[config.mk]
export PLATFORM = sky130hd
export DESIGN_NAME = bta_trip_alarm
export DESIGN_NICKNAME = d
export VERILOG_FILES = /design/src/bta_pkg.sv /design/src/bta_trip_alarm.sv
export SDC_FILE = /design/constraint.sdc
export NUM_CORES = 1
export LEC_CHECK = 0
export CAP_MARGIN = 20
export CORE_MARGIN = 5
export CORE_UTILIZATION = 40
export CTS_CLUSTER_SIZE = 14
export DETAILED_ROUTE_END_ITERATION = 8
export DONT_BUFFER_PORTS = 1
export GPL_ROUTABILITY_DRIVEN = 0
export PLACE_DENSITY = 0.61
export SYNTH_ARGS = -nofsm -noshare
export SYNTH_HDL_FRONTEND = slang
export SYNTH_SLANG_ARGS = --single-unit
[constraint.sdc]
create_clock -name clk_in -period 6.1 [get_ports clk_in]
set_input_delay 1.22 -clock clk_in [delete_from_list [all_inputs] [get_ports clk_in]]
set_output_delay 1.22 -clock clk_in [all_outputs]
set_load 0.005 [all_outputs]
[src/bta_pkg.sv]
`default_nettype none

package bta_pkg;

  // ==========================================================
  // sizes
  localparam int NUM_BR = 4;
  localparam int MV_W   = 16;
  localparam int MA_W   = 16;
  localparam int TC_W   = 8;
  localparam int MS_W   = 8;

  // ==========================================================
  // fixed thresholds
  localparam logic [MV_W-1:0] OVP_TRIP_MV  = 16'h7080;  // 28.8 V
  localparam logic [MA_W-1:0] TRIP_MIN_MA  = 16'h01F4;  // 0.5 A
  localparam logic [MA_W-1:0] TRIP_MAX_MA  = 16'h0ED8;  // 3.8 A
  localparam logic [MA_W-1:0] FIXED_TRIP_MA = 16'h0FA0; // 4.0 A
  localparam logic [TC_W-1:0] TEMP_HYST_C  = 8'h03;

  // ==========================================================
  // timing
  localparam int CLK_PERIOD_NS = 8;
  localparam int TICK_NS       = 1000000;
  localparam int TICK_CYC_DEF  = TICK_NS / CLK_PERIOD_NS;
  localparam int STD_TRIP_MS   = 100;
  localparam int INST_TRIP_MS  = 20;
  localparam int STD_DET_MS    = 80;
  localparam int INST_DET_MS   = 10;
  localparam int INRUSH_MS     = 70;
  localparam logic [MS_W-1:0] STD_DET_TICKS  = MS_W'(STD_DET_MS);
  localparam logic [MS_W-1:0] INST_DET_TICKS = MS_W'(INST_DET_MS);
  localparam logic [MS_W-1:0] INRUSH_TICKS   = MS_W'(INRUSH_MS);

  // ==========================================================
  // types
  // larger code = more severe
  typedef enum logic [1:0] {
    ERR_NONE  = 2'b00,
    ERR_OC    = 2'b01,
    ERR_FIXED = 2'b10,
    ERR_OVP   = 2'b11
  } bta_err_t;

  typedef struct packed {
    logic [MV_W-1:0]             volt_mv;
    logic [NUM_BR-1:0][MA_W-1:0] curr_ma;
    logic [TC_W-1:0]             temp_c;
  } bta_meas_t;

  typedef struct packed {
    logic [MV_W-1:0]             uv_alarm_mv;
    logic [MV_W-1:0]             ov_alarm_mv;
    logic [MA_W-1:0]             oc_alarm_ma;
    logic [NUM_BR-1:0][MA_W-1:0] trip_ma;
    logic [NUM_BR-1:0]           inst_mode;
    logic [NUM_BR-1:0]           branch_en;
    logic [TC_W-1:0]             ot_limit_c;
    logic                        redundant_en;
  } bta_cfg_t;

endpackage

`default_nettype wire

[src/bta_trip_alarm.sv]
`timescale 1ns/1ps
`default_nettype none

module bta_trip_alarm
  import bta_pkg::*;
#(
  parameter int TICK_CYC = TICK_CYC_DEF
) (
  input  wire logic              clk_in,
  input  wire logic              srst_in,
  input  wire logic              ce_in,
  input  wire bta_meas_t         meas_in,
  input  wire bta_cfg_t          cfg_in,
  input  wire logic              runtime_over_in,
  input  wire logic              reset_op_in,
  input  wire logic              nv_trip_in,
  input  wire logic              nv_alarm_in,
  output var  logic [NUM_BR-1:0] relay_on_out,
  output var  logic              trip_alarm_out,
  output var  logic              general_alarm_out,
  output var  logic              overtemp_out,
  output var  bta_err_t          err_code_out,
  output var  logic              err_req_out,
  output var  logic              nv_trip_out,
  output var  logic              nv_alarm_out
);

  localparam int TICK_W = $clog2(TICK_CYC);

  // ==========================================================
  // reset operation sync and millisecond tick
  logic [2:0]        rop_q, rop_d;
  logic [TICK_W-1:0] tick_cnt_q, tick_cnt_d;
  logic              init_q, init_d;
  logic              tick;
  logic              rst_op;

  assign tick   = (tick_cnt_q == TICK_W'(TICK_CYC - 1));
  // held key counts once
  assign rst_op = rop_q[1] & ~rop_q[2];

  always_comb begin
    rop_d      = {rop_q[1:0], reset_op_in};
    tick_cnt_d = tick ? '0 : tick_cnt_q + 1'b1;
    init_d     = 1'b0;
  end

  always_ff @(posedge clk_in) begin
    if (srst_in) begin
      rop_q      <= 3'h0;
      tick_cnt_q <= '0;
      init_q     <= 1'b1;
    end else if (ce_in) begin
      rop_q      <= rop_d;
      tick_cnt_q <= tick_cnt_d;
      init_q     <= init_d;
    end
  end

  // ==========================================================
  // per-branch trip logic
  logic [NUM_BR-1:0]           br_trip_q, br_trip_d;
  logic [NUM_BR-1:0]           relay_q, relay_d;
  logic [NUM_BR-1:0][MS_W-1:0] oc_cnt_q, oc_cnt_d;
  logic [NUM_BR-1:0][MS_W-1:0] blank_q, blank_d;
  logic [NUM_BR-1:0][MA_W-1:0] eff_trip;
  logic [NUM_BR-1:0]           over_set, over_fixed, oc_trip, blanked;
  logic [MS_W-1:0]             det;
  logic                        ovp;
  bta_err_t                    cause;

  assign ovp = meas_in.volt_mv > OVP_TRIP_MV;

  always_comb begin
    cause = ovp ? ERR_OVP : ERR_NONE;
    det   = STD_DET_TICKS;
    for (int i = 0; i < NUM_BR; i++) begin
      if (cfg_in.trip_ma[i] < TRIP_MIN_MA) begin
        eff_trip[i] = TRIP_MIN_MA;
      end else if (cfg_in.trip_ma[i] > TRIP_MAX_MA) begin
        eff_trip[i] = TRIP_MAX_MA;
      end else begin
        eff_trip[i] = cfg_in.trip_ma[i];
      end
      blanked[i]    = blank_q[i] != '0;
      over_set[i]   = meas_in.curr_ma[i] > eff_trip[i];
      over_fixed[i] = cfg_in.redundant_en && (meas_in.curr_ma[i] > FIXED_TRIP_MA)
                      && !blanked[i];
      det = cfg_in.inst_mode[i] ? INST_DET_TICKS : STD_DET_TICKS;
      if (!over_set[i] || blanked[i]) begin
        oc_cnt_d[i] = '0;
      end else if (tick && (oc_cnt_q[i] < det)) begin
        oc_cnt_d[i] = oc_cnt_q[i] + 1'b1;
      end else begin
        oc_cnt_d[i] = oc_cnt_q[i];
      end
      oc_trip[i] = over_set[i] && !blanked[i] && (oc_cnt_q[i] >= det);
      // latched until reset, new event wins
      br_trip_d[i] = ovp || over_fixed[i] || oc_trip[i] || (br_trip_q[i] && !rst_op);
      relay_d[i]   = cfg_in.branch_en[i] && !br_trip_d[i];
      if (!relay_d[i]) begin
        blank_d[i] = '0;
      end else if (!relay_q[i]) begin
        blank_d[i] = INRUSH_TICKS;
      end else if (tick && blanked[i]) begin
        blank_d[i] = blank_q[i] - 1'b1;
      end else begin
        blank_d[i] = blank_q[i];
      end
      if (over_fixed[i] && (cause < ERR_FIXED)) begin
        cause = ERR_FIXED;
      end else if (oc_trip[i] && (cause < ERR_OC)) begin
        cause = ERR_OC;
      end
    end
  end

  always_ff @(posedge clk_in) begin
    if (srst_in) begin
      br_trip_q <= '0;
      relay_q   <= '0;
      oc_cnt_q  <= '0;
      blank_q   <= '0;
    end else if (ce_in) begin
      br_trip_q <= br_trip_d;
      relay_q   <= relay_d;
      oc_cnt_q  <= oc_cnt_d;
      blank_q   <= blank_d;
    end
  end

  // ==========================================================
  // status outputs
  logic              tripped_q, tripped_d;
  logic              trip_alarm_q, trip_alarm_d;
  logic              alarm_q, alarm_d;
  logic              ot_q, ot_d;
  bta_err_t          err_q, err_d;
  logic              req_q, req_d;
  logic              alarm_cond, new_trip;
  logic [NUM_BR-1:0] oc_alarm;
  logic [TC_W:0]     temp_hyst;

  always_comb begin
    for (int i = 0; i < NUM_BR; i++) begin
      oc_alarm[i] = meas_in.curr_ma[i] > cfg_in.oc_alarm_ma;
    end
    alarm_cond = (meas_in.volt_mv < cfg_in.uv_alarm_mv)
              || (meas_in.volt_mv > cfg_in.ov_alarm_mv)
              || (|oc_alarm) || runtime_over_in;
    new_trip   = cause != ERR_NONE;
    // restored at power-up, cleared only by reset operation
    if (init_q) begin
      tripped_d = nv_trip_in || new_trip;
    end else begin
      tripped_d = new_trip || (tripped_q && !rst_op);
    end
    // trip alarm output off while tripped
    trip_alarm_d = !tripped_d;
    // most severe cause kept for display
    if (new_trip && (cause > err_q)) begin
      err_d = cause;
    end else if (rst_op && !new_trip) begin
      err_d = ERR_NONE;
    end else begin
      err_d = err_q;
    end
    req_d = new_trip && (cause > err_q);
    // kept alarm drops at power-up when cause gone
    if (init_q) begin
      alarm_d = nv_alarm_in && alarm_cond;
    end else begin
      alarm_d = alarm_cond || (alarm_q && !rst_op);
    end
    // set above limit, release 3 below
    temp_hyst = {1'b0, meas_in.temp_c} + {1'b0, TEMP_HYST_C};
    ot_d      = (meas_in.temp_c > cfg_in.ot_limit_c)
             || (ot_q && (temp_hyst > {1'b0, cfg_in.ot_limit_c}));
  end

  always_ff @(posedge clk_in) begin
    if (srst_in) begin
      tripped_q    <= 1'b0;
      trip_alarm_q <= 1'b1;
      alarm_q      <= 1'b0;
      ot_q         <= 1'b0;
      err_q        <= ERR_NONE;
      req_q        <= 1'b0;
    end else if (ce_in) begin
      tripped_q    <= tripped_d;
      trip_alarm_q <= trip_alarm_d;
      alarm_q      <= alarm_d;
      ot_q         <= ot_d;
      err_q        <= err_d;
      req_q        <= req_d;
    end
  end

  assign relay_on_out      = relay_q;
  assign trip_alarm_out    = trip_alarm_q;
  assign general_alarm_out = alarm_q;
  assign overtemp_out      = ot_q;
  assign err_code_out      = err_q;
  assign err_req_out       = req_q;
  assign nv_trip_out       = tripped_q;
  assign nv_alarm_out      = alarm_q;

  for (genvar g = 0; g < NUM_BR; g++) begin : g_chk

  end
endmodule

`default_nettype wire

Word level (Yosys, flattened, before mapping)
Index checks and enable logic that the tools add are counted.
{"block": "classes", "n_addsub": 10, "bitwise_logic": 2, "mux": 46, "n_eq_ne": 5, "n_reduce_logical": 104, "magnitude_cmp": 42}
{"operator": "$mux W8", "n": 20}
{"operator": "$gt A16 B16 Y1", "n": 9}
{"operator": "$gt A16 B12 Y1 const B", "n": 8}
{"operator": "$mux W16", "n": 8}
{"operator": "$lt A16 B9 Y1 const B", "n": 4}
{"operator": "$logic_and A1 B1 Y1", "n": 46}
{"operator": "$add A8 B1 Y8 const B", "n": 4}
{"operator": "$ge A8 B7 Y1", "n": 4}
{"operator": "$lt A8 B7 Y1", "n": 4}
{"operator": "$reduce_bool A8 Y1", "n": 4}
{"operator": "$sub A8 B1 Y8 const B", "n": 4}
{"operator": "$mux W7", "n": 4}
{"operator": "$logic_or A1 B1 Y1", "n": 23}
{"operator": "$mux W2", "n": 11}
{"operator": "$reduce_and A2 Y1", "n": 9}
{"operator": "$add A17 B1 Y17 const B", "n": 1}
{"operator": "$eq A17 B17 Y1 const B", "n": 1}
{"operator": "$mux W17", "n": 1}
{"operator": "$gt A16 B15 Y1 const B", "n": 1}
{"operator": "$lt A16 B16 Y1", "n": 1}
{"operator": "$logic_not A1 Y1", "n": 15}
{"operator": "$ne A3 B2 Y1 const B", "n": 4}
{"operator": "$reduce_bool A2 Y1", "n": 6}
{"operator": "$add A8 B2 Y9 const B", "n": 1}
{"operator": "9 further kinds", "n": 16}
{"block": "totals", "register_bits": 100, "output_inout_bits": 12}

Logic depth before layout (Yosys ltp)
{"block": "logic_depth", "word_depth": 26, "mapped_depth": 23, "mapped_depth_nobuf": 22}

Worst setup path before layout
No wires, ideal clock.
{"block": "synth_path", "path_kind": "input to register", "startpoint": "input port cfg_in[67] (netlist name)", "endpoint": "register err_q[0], in the netlist err_code_out[0]", "t_arrival_ns": 5.389, "setup_ns": 0.079, "path_slack_ns": 0.632, "cell_stages": 19, "n_path_buf": 1, "required_time_ns": 6.021, "cell_sequence": "or3_1 -> a31oi_1 -> o21bai_1 -> a41oi_1 -> o21ai_0 -> nor2_1 -> ha_1 -> a21oi_1 -> o21ai_0 -> a221o_1 -> o31ai_2 -> nor2_1 -> or3b_1 -> buf_4 -> a41oi_4 -> ha_1 -> a211o_1 -> nand2b_1 -> o221ai_2"}
{"block": "synth_between", "elab_chain_len": 14, "elab_cells_between_ends": 18, "classes_between": "order compare (4); mux (5); reduce/logical (9)"}
{"element": "start: declaration", "line": "bta_trip_alarm.sv:13", "text": "input wire bta_cfg_t cfg_in,"}
{"element": "$gt A16 B12 Y1", "line": "bta_trip_alarm.sv:80", "text": "end else if (cfg_in.trip_ma[i] > TRIP_MAX_MA) begin"}
{"element": "$mux W16", "line": "bta_trip_alarm.sv:80"}
{"element": "$mux W16 *", "line": "bta_trip_alarm.sv:78", "text": "if (cfg_in.trip_ma[i] < TRIP_MIN_MA) begin"}
{"element": "$gt A16 B16 Y1 *", "line": "bta_trip_alarm.sv:86", "text": "over_set[i] = meas_in.curr_ma[i] > eff_trip[i];"}
{"element": "$logic_and A1 B1 Y1 * (2 in a row)", "line": "bta_trip_alarm.sv:97", "text": "oc_trip[i] = over_set[i] && !blanked[i] && (oc_cnt_q[i] >= det);"}
{"element": "$logic_and A1 B1 Y1 *", "line": "bta_trip_alarm.sv:112", "text": "end else if (oc_trip[i] && (cause < ERR_OC)) begin"}
{"element": "$mux W2 *", "line": "bta_trip_alarm.sv:112"}
{"element": "$mux W2 *", "line": "bta_trip_alarm.sv:110", "text": "if (over_fixed[i] && (cause < ERR_FIXED)) begin"}
{"element": "branches (longest 5 deep; another with $gt A2 B2 Y1)"}
{"element": "end signal: assignment", "line": "bta_trip_alarm.sv:194", "text": "err_q <= err_d;"}
{"element": "end: declaration", "line": "bta_trip_alarm.sv:138", "text": "bta_err_t err_q, err_d;"}
Mark *: on every way between the ends.
A chain may end at the register's enable or synchronous reset.

Final worst setup path
{"block": "layout_path", "startpoint": "input port cfg_in[47] (netlist name)", "endpoint": "register err_q[0], in the netlist err_code_out[0]"}
{"block": "layout_between", "elab_chain_len": 22, "elab_cells_between_ends": 30, "classes_between": "order compare (8); mux (9); reduce/logical (13)"}
{"element": "$gt A16 B12 Y1", "line": "bta_trip_alarm.sv:80"}
{"element": "$mux W16", "line": "bta_trip_alarm.sv:80"}
{"element": "$mux W16 *", "line": "bta_trip_alarm.sv:78"}
{"element": "$gt A16 B16 Y1 *", "line": "bta_trip_alarm.sv:86"}
{"element": "$logic_and A1 B1 Y1 * (2 in a row)", "line": "bta_trip_alarm.sv:97"}
{"element": "$logic_and A1 B1 Y1 *", "line": "bta_trip_alarm.sv:112"}
{"element": "$mux W2 *", "line": "bta_trip_alarm.sv:112"}
{"element": "$mux W2 *", "line": "bta_trip_alarm.sv:110"}
{"element": "$lt A2 B1 Y1", "line": "bta_trip_alarm.sv:112"}
{"element": "$logic_and A1 B1 Y1", "line": "bta_trip_alarm.sv:112"}
{"element": "$mux W2", "line": "bta_trip_alarm.sv:112"}
{"element": "$mux W2 *", "line": "bta_trip_alarm.sv:110"}
{"element": "$lt A2 B1 Y1", "line": "bta_trip_alarm.sv:112"}
{"element": "$logic_and A1 B1 Y1", "line": "bta_trip_alarm.sv:112"}
{"element": "$mux W2", "line": "bta_trip_alarm.sv:112"}
{"element": "$mux W2 *", "line": "bta_trip_alarm.sv:110"}
{"element": "branches (longest 5 deep; another with $gt A2 B2 Y1)"}
Marks and branches as above.

==> summary.md <==
| Metric | Value |
|---|---|
| ANT nets after route | `0` |
| CTS tree | `done` |
| Average size of a mapped cell | `7.76 µm²` |
| Clock Latency Late Sink | `between 0.3 and 0.4 ns` |
| Vias in the first global route | `9380` |
| DR iter-0 viols | `499` |
| Setup crit start kind | `input pin` |
| Number of enable flip-flop cells after synthesis | `0` |
| #FFs+latches synth | `100` |
| Commonest non-fill, non-tap cell in the layout | `ha_1` |
| Hpwl dp | `approximately 24000 µm` |
| Final setup viols | `0` |
| RSZ-0062 raised after global routing | `no` |
| Hold-fix buffers, CTS | `0` |
| Post-synthesis instance area | `between 10000 and 15000 µm²` |
| Post-DR vias/cell | `about 5.7` |
| Synth Warn # | `0` |
| Max cap viols | `0` |
| Final worst path period share | `0.885` |
| # fillers | `between 2000 and 3000` |
| # resized after CTS | `0` |
| Total global-route track usage | `0.196` |
| FMAX | `between 0.15 and 0.2 GHz` |
| Final Skew | `approximately 0.0061 ns` |
| Die Y | `around 170 µm` |
| Arr. time, crit path | `5.68 ns` |
| FFs w/ async S/R, synth | `0` |
| # rows | `a little under 60` |
| Clock buffer depth | `2` |
| Initial antenna violation count | `1` |
| IO Port Bufs | `0` |
| I/O pin cnt | `roughly 240` |
| Clk pin slew, worst setup/hold paths | `roughly 0.070 ns` |
| Fraction of final layout cells with drive strength greater than 1 | `0.0306` |
| Worst EP required | `around 6.4 ns` |
| Pins Over Slew Limit | `0` |
| Area Growth Syn to Fin | `7.24%` |
| First-pass GRT wire length | `~47000 µm` |
| Grt total ovfl | `0` |
| Pwr Density | `roughly 160 nW/µm²` |
| Register area share after synthesis | `0.195` |
| Largest net degree at the start of global routing | `between 40 and 50` |
| WL per Instance | `17.3 µm` |
| Worst slew pin tran | `0.775 ns` |
| Die footprint | `just under 30000 µm²` |
| Depth of the CTS H-tree | `3` |
| Total CTS buffers | `9` |
| Critical path class | `in -> reg` |
| Nets | `about 1800` |
| Mapped Cells | `around 1300` |
| Die width | `170 µm` |
| Commonest non-fill, non-tap cells in the layout | `ha_1, nor2_1, inv_1` |
| Final Hold Fails | `0` |
| DR pass1 iterations | `4` |
| Max FO, Critical Path | `5` |
| Leakage | `slightly below 0.005 µW` |
| DR vias | `~9600` |
| VDD IR max | `0.0990 mV` |
| Tmin final | `between 5 and 6 ns` |
| Detailed Route WL | `between 20000 and 30000 µm` |
| N_diodes | `0` |
| HP Class | `reg -> reg` |
| Clock sinks | `100` |
| Outcome | `finished, final reports clean` |
| DRC | `0` |
| Setup TNS | `0 ns` |
| Starting density of the core | `0.407` |
| Unique masters post-synth | `76` |
| Core area | `approximately 25000 µm²` |
| Layout Utilization | `0.436` |
| Rel. slew slack | `0.482` |
| Post-CTS setup buffers | `0` |
| FF-to-FF setup slack | `about 2.4 ns` |
| Main synth FF type | `dfxtp_1` |
| Clock Tree Root | `clkbuf_16` |
| Critical Path Sink Type | `register` |
per-stage QoR:
stage / power, µW / cells / cell area, µm² / hold slack [ns] / worst slack, ns
final: 1730 / 1668 / 11000 / 0.469 / 0.703
after global placement: 1100 / 1652 / 10700 / 0.443 / 0.474
after detailed placement: 1110 / 1652 / 10700 / 0.448 / 0.335
after CTS: 1750 / 1668 / 11000 / 0.465 / 0.706
after global routing: 1840 / 1668 / 11000 / 0.489 / 0.333
after floorplan: 1020 / 1338 / 10300 / 0.434 / 0.632
critical path: stages:
cell and delay, ns:
or4_1 0.57, nor2_1 0.18, nand2_1 0.09, o21ai_0 0.36
nor2_1 0.09, ha_1 0.30, a21oi_1 0.14, o21ai_0 0.09
a221o_1 0.36, o31ai_2 0.45, nor2_1 0.09, or3b_1 0.51
a41oi_4 0.28, ha_1 0.26, a211o_1 0.34, nand2b_1 0.17
o221ai_2 0.17
logic make-up after synthesis:
kind of cell / count (synthesis) / share of synthesized area
AND/OR/NAND/NOR: 496 / 0.242
AO/OA/AOI/OAI: 343 / 0.222
XOR/XNOR: 40 / 0.0341
flip-flops: 100 / 0.195
other: 1 / 0.000365
buffers and inverters: 129 / 0.0484
multiplexers: 11 / 0.0108
adder cells (fa/ha/maj): 203 / 0.247
layer usage:
layer / part of all wire / up-vias / global-route usage
met5: 0 / - / 0
met4: 0.023 / 0 / 0.0542
met3: 0.061 / 40 / 0.0351
met2: 0.46 / 230 / 0.337
met1: 0.45 / 4418 / 0.253
li1: - / 4886 / -
final cells by class:
class / instances / area (µm²) / share of cell area
repair buffers: 3 / 22.5 / 0.00205
multi-input cells: 1109 / 7830 / 0.711
inverters: 110 / 413 / 0.0375
well taps: 330 / 413 / 0.0375
clock buffers: 11 / 253 / 0.0230
clock inverters: 5 / 82.6 / 0.00750
flip-flops and latches: 100 / 2000 / 0.182
state kept, by name, indices dropped and copies added, names as in the netlist:
name               cells
err_code_out           2
relay_on_out           4
overtemp_out           1
br_trip_q              4
general_alarm_out      1
oc_cnt_q              32
err_req_out            1
trip_alarm_out         1
nv_trip_out            1
blank_q               32
tick_cnt_q            17
init_q                 1
rop_q                  3
power breakdown:
part | total [µW] | internal (µW) | switching (µW)
Clock | 639 | 383 | 256
Sequential | 691 | 670 | 21.0
Combinational | 402 | 178 | 225
worst paths after layout:
path                                                start                      endpoint  cells after the start
worst max-delay path                           cfg_in[47]  err_code_out[0]$_SDFFE_PP0P_                     17
worst min-delay path            br_trip_q[1]$_SDFFE_PP0P_     br_trip_q[1]$_SDFFE_PP0P_                      2
worst max register to register    blank_q[0]$_SDFFE_PP0P_  err_code_out[0]$_SDFFE_PP0P_                     13
worst min register to register  br_trip_q[1]$_SDFFE_PP0P_     br_trip_q[1]$_SDFFE_PP0P_                      2
synthesized netlist by cell type, drive strengths merged, types with 4 or more instances:
| master | n | area, µm² |
|---|---|---|
| ha | 203 | 2540 |
| nor2 | 151 | 569 |
| inv | 110 | 413 |
| a21oi | 101 | 505 |
| dfxtp | 100 | 2000 |
| nand2 | 95 | 357 |
| o21ai | 66 | 330 |
| nand3 | 46 | 230 |
| nand4 | 46 | 288 |
| a21o | 39 | 293 |
| nor3 | 30 | 150 |
| xnor2 | 21 | 184 |
| or3 | 20 | 125 |
| xor2 | 19 | 166 |
| a211oi | 18 | 140 |
| nor2b | 18 | 113 |
| nor4 | 16 | 106 |
| or4 | 16 | 120 |
| o211ai | 14 | 105 |
| a31oi | 12 | 75.1 |
| and2 | 12 | 75.1 |
| o21a | 12 | 90.1 |
| nand2b | 11 | 68.8 |
| and3 | 10 | 62.6 |
| buf | 10 | 50.0 |
| mux2i | 10 | 100 |
| clkbuf | 9 | 33.8 |
| a21boi | 7 | 60.1 |
| a41oi | 7 | 80.1 |
| o2111ai | 7 | 61.3 |
| a211o | 6 | 52.6 |
| a22oi | 6 | 45.0 |
| o21bai | 6 | 45.0 |
| o31ai | 6 | 60.1 |
| or4b | 6 | 67.6 |
| or2 | 5 | 33.8 |
| a221oi | 4 | 35.0 |
| a311oi | 4 | 41.3 |
| o221ai | 4 | 41.3 |
| o22ai | 4 | 25.0 |
Note: power is estimated with default switching activity, not from simulation.
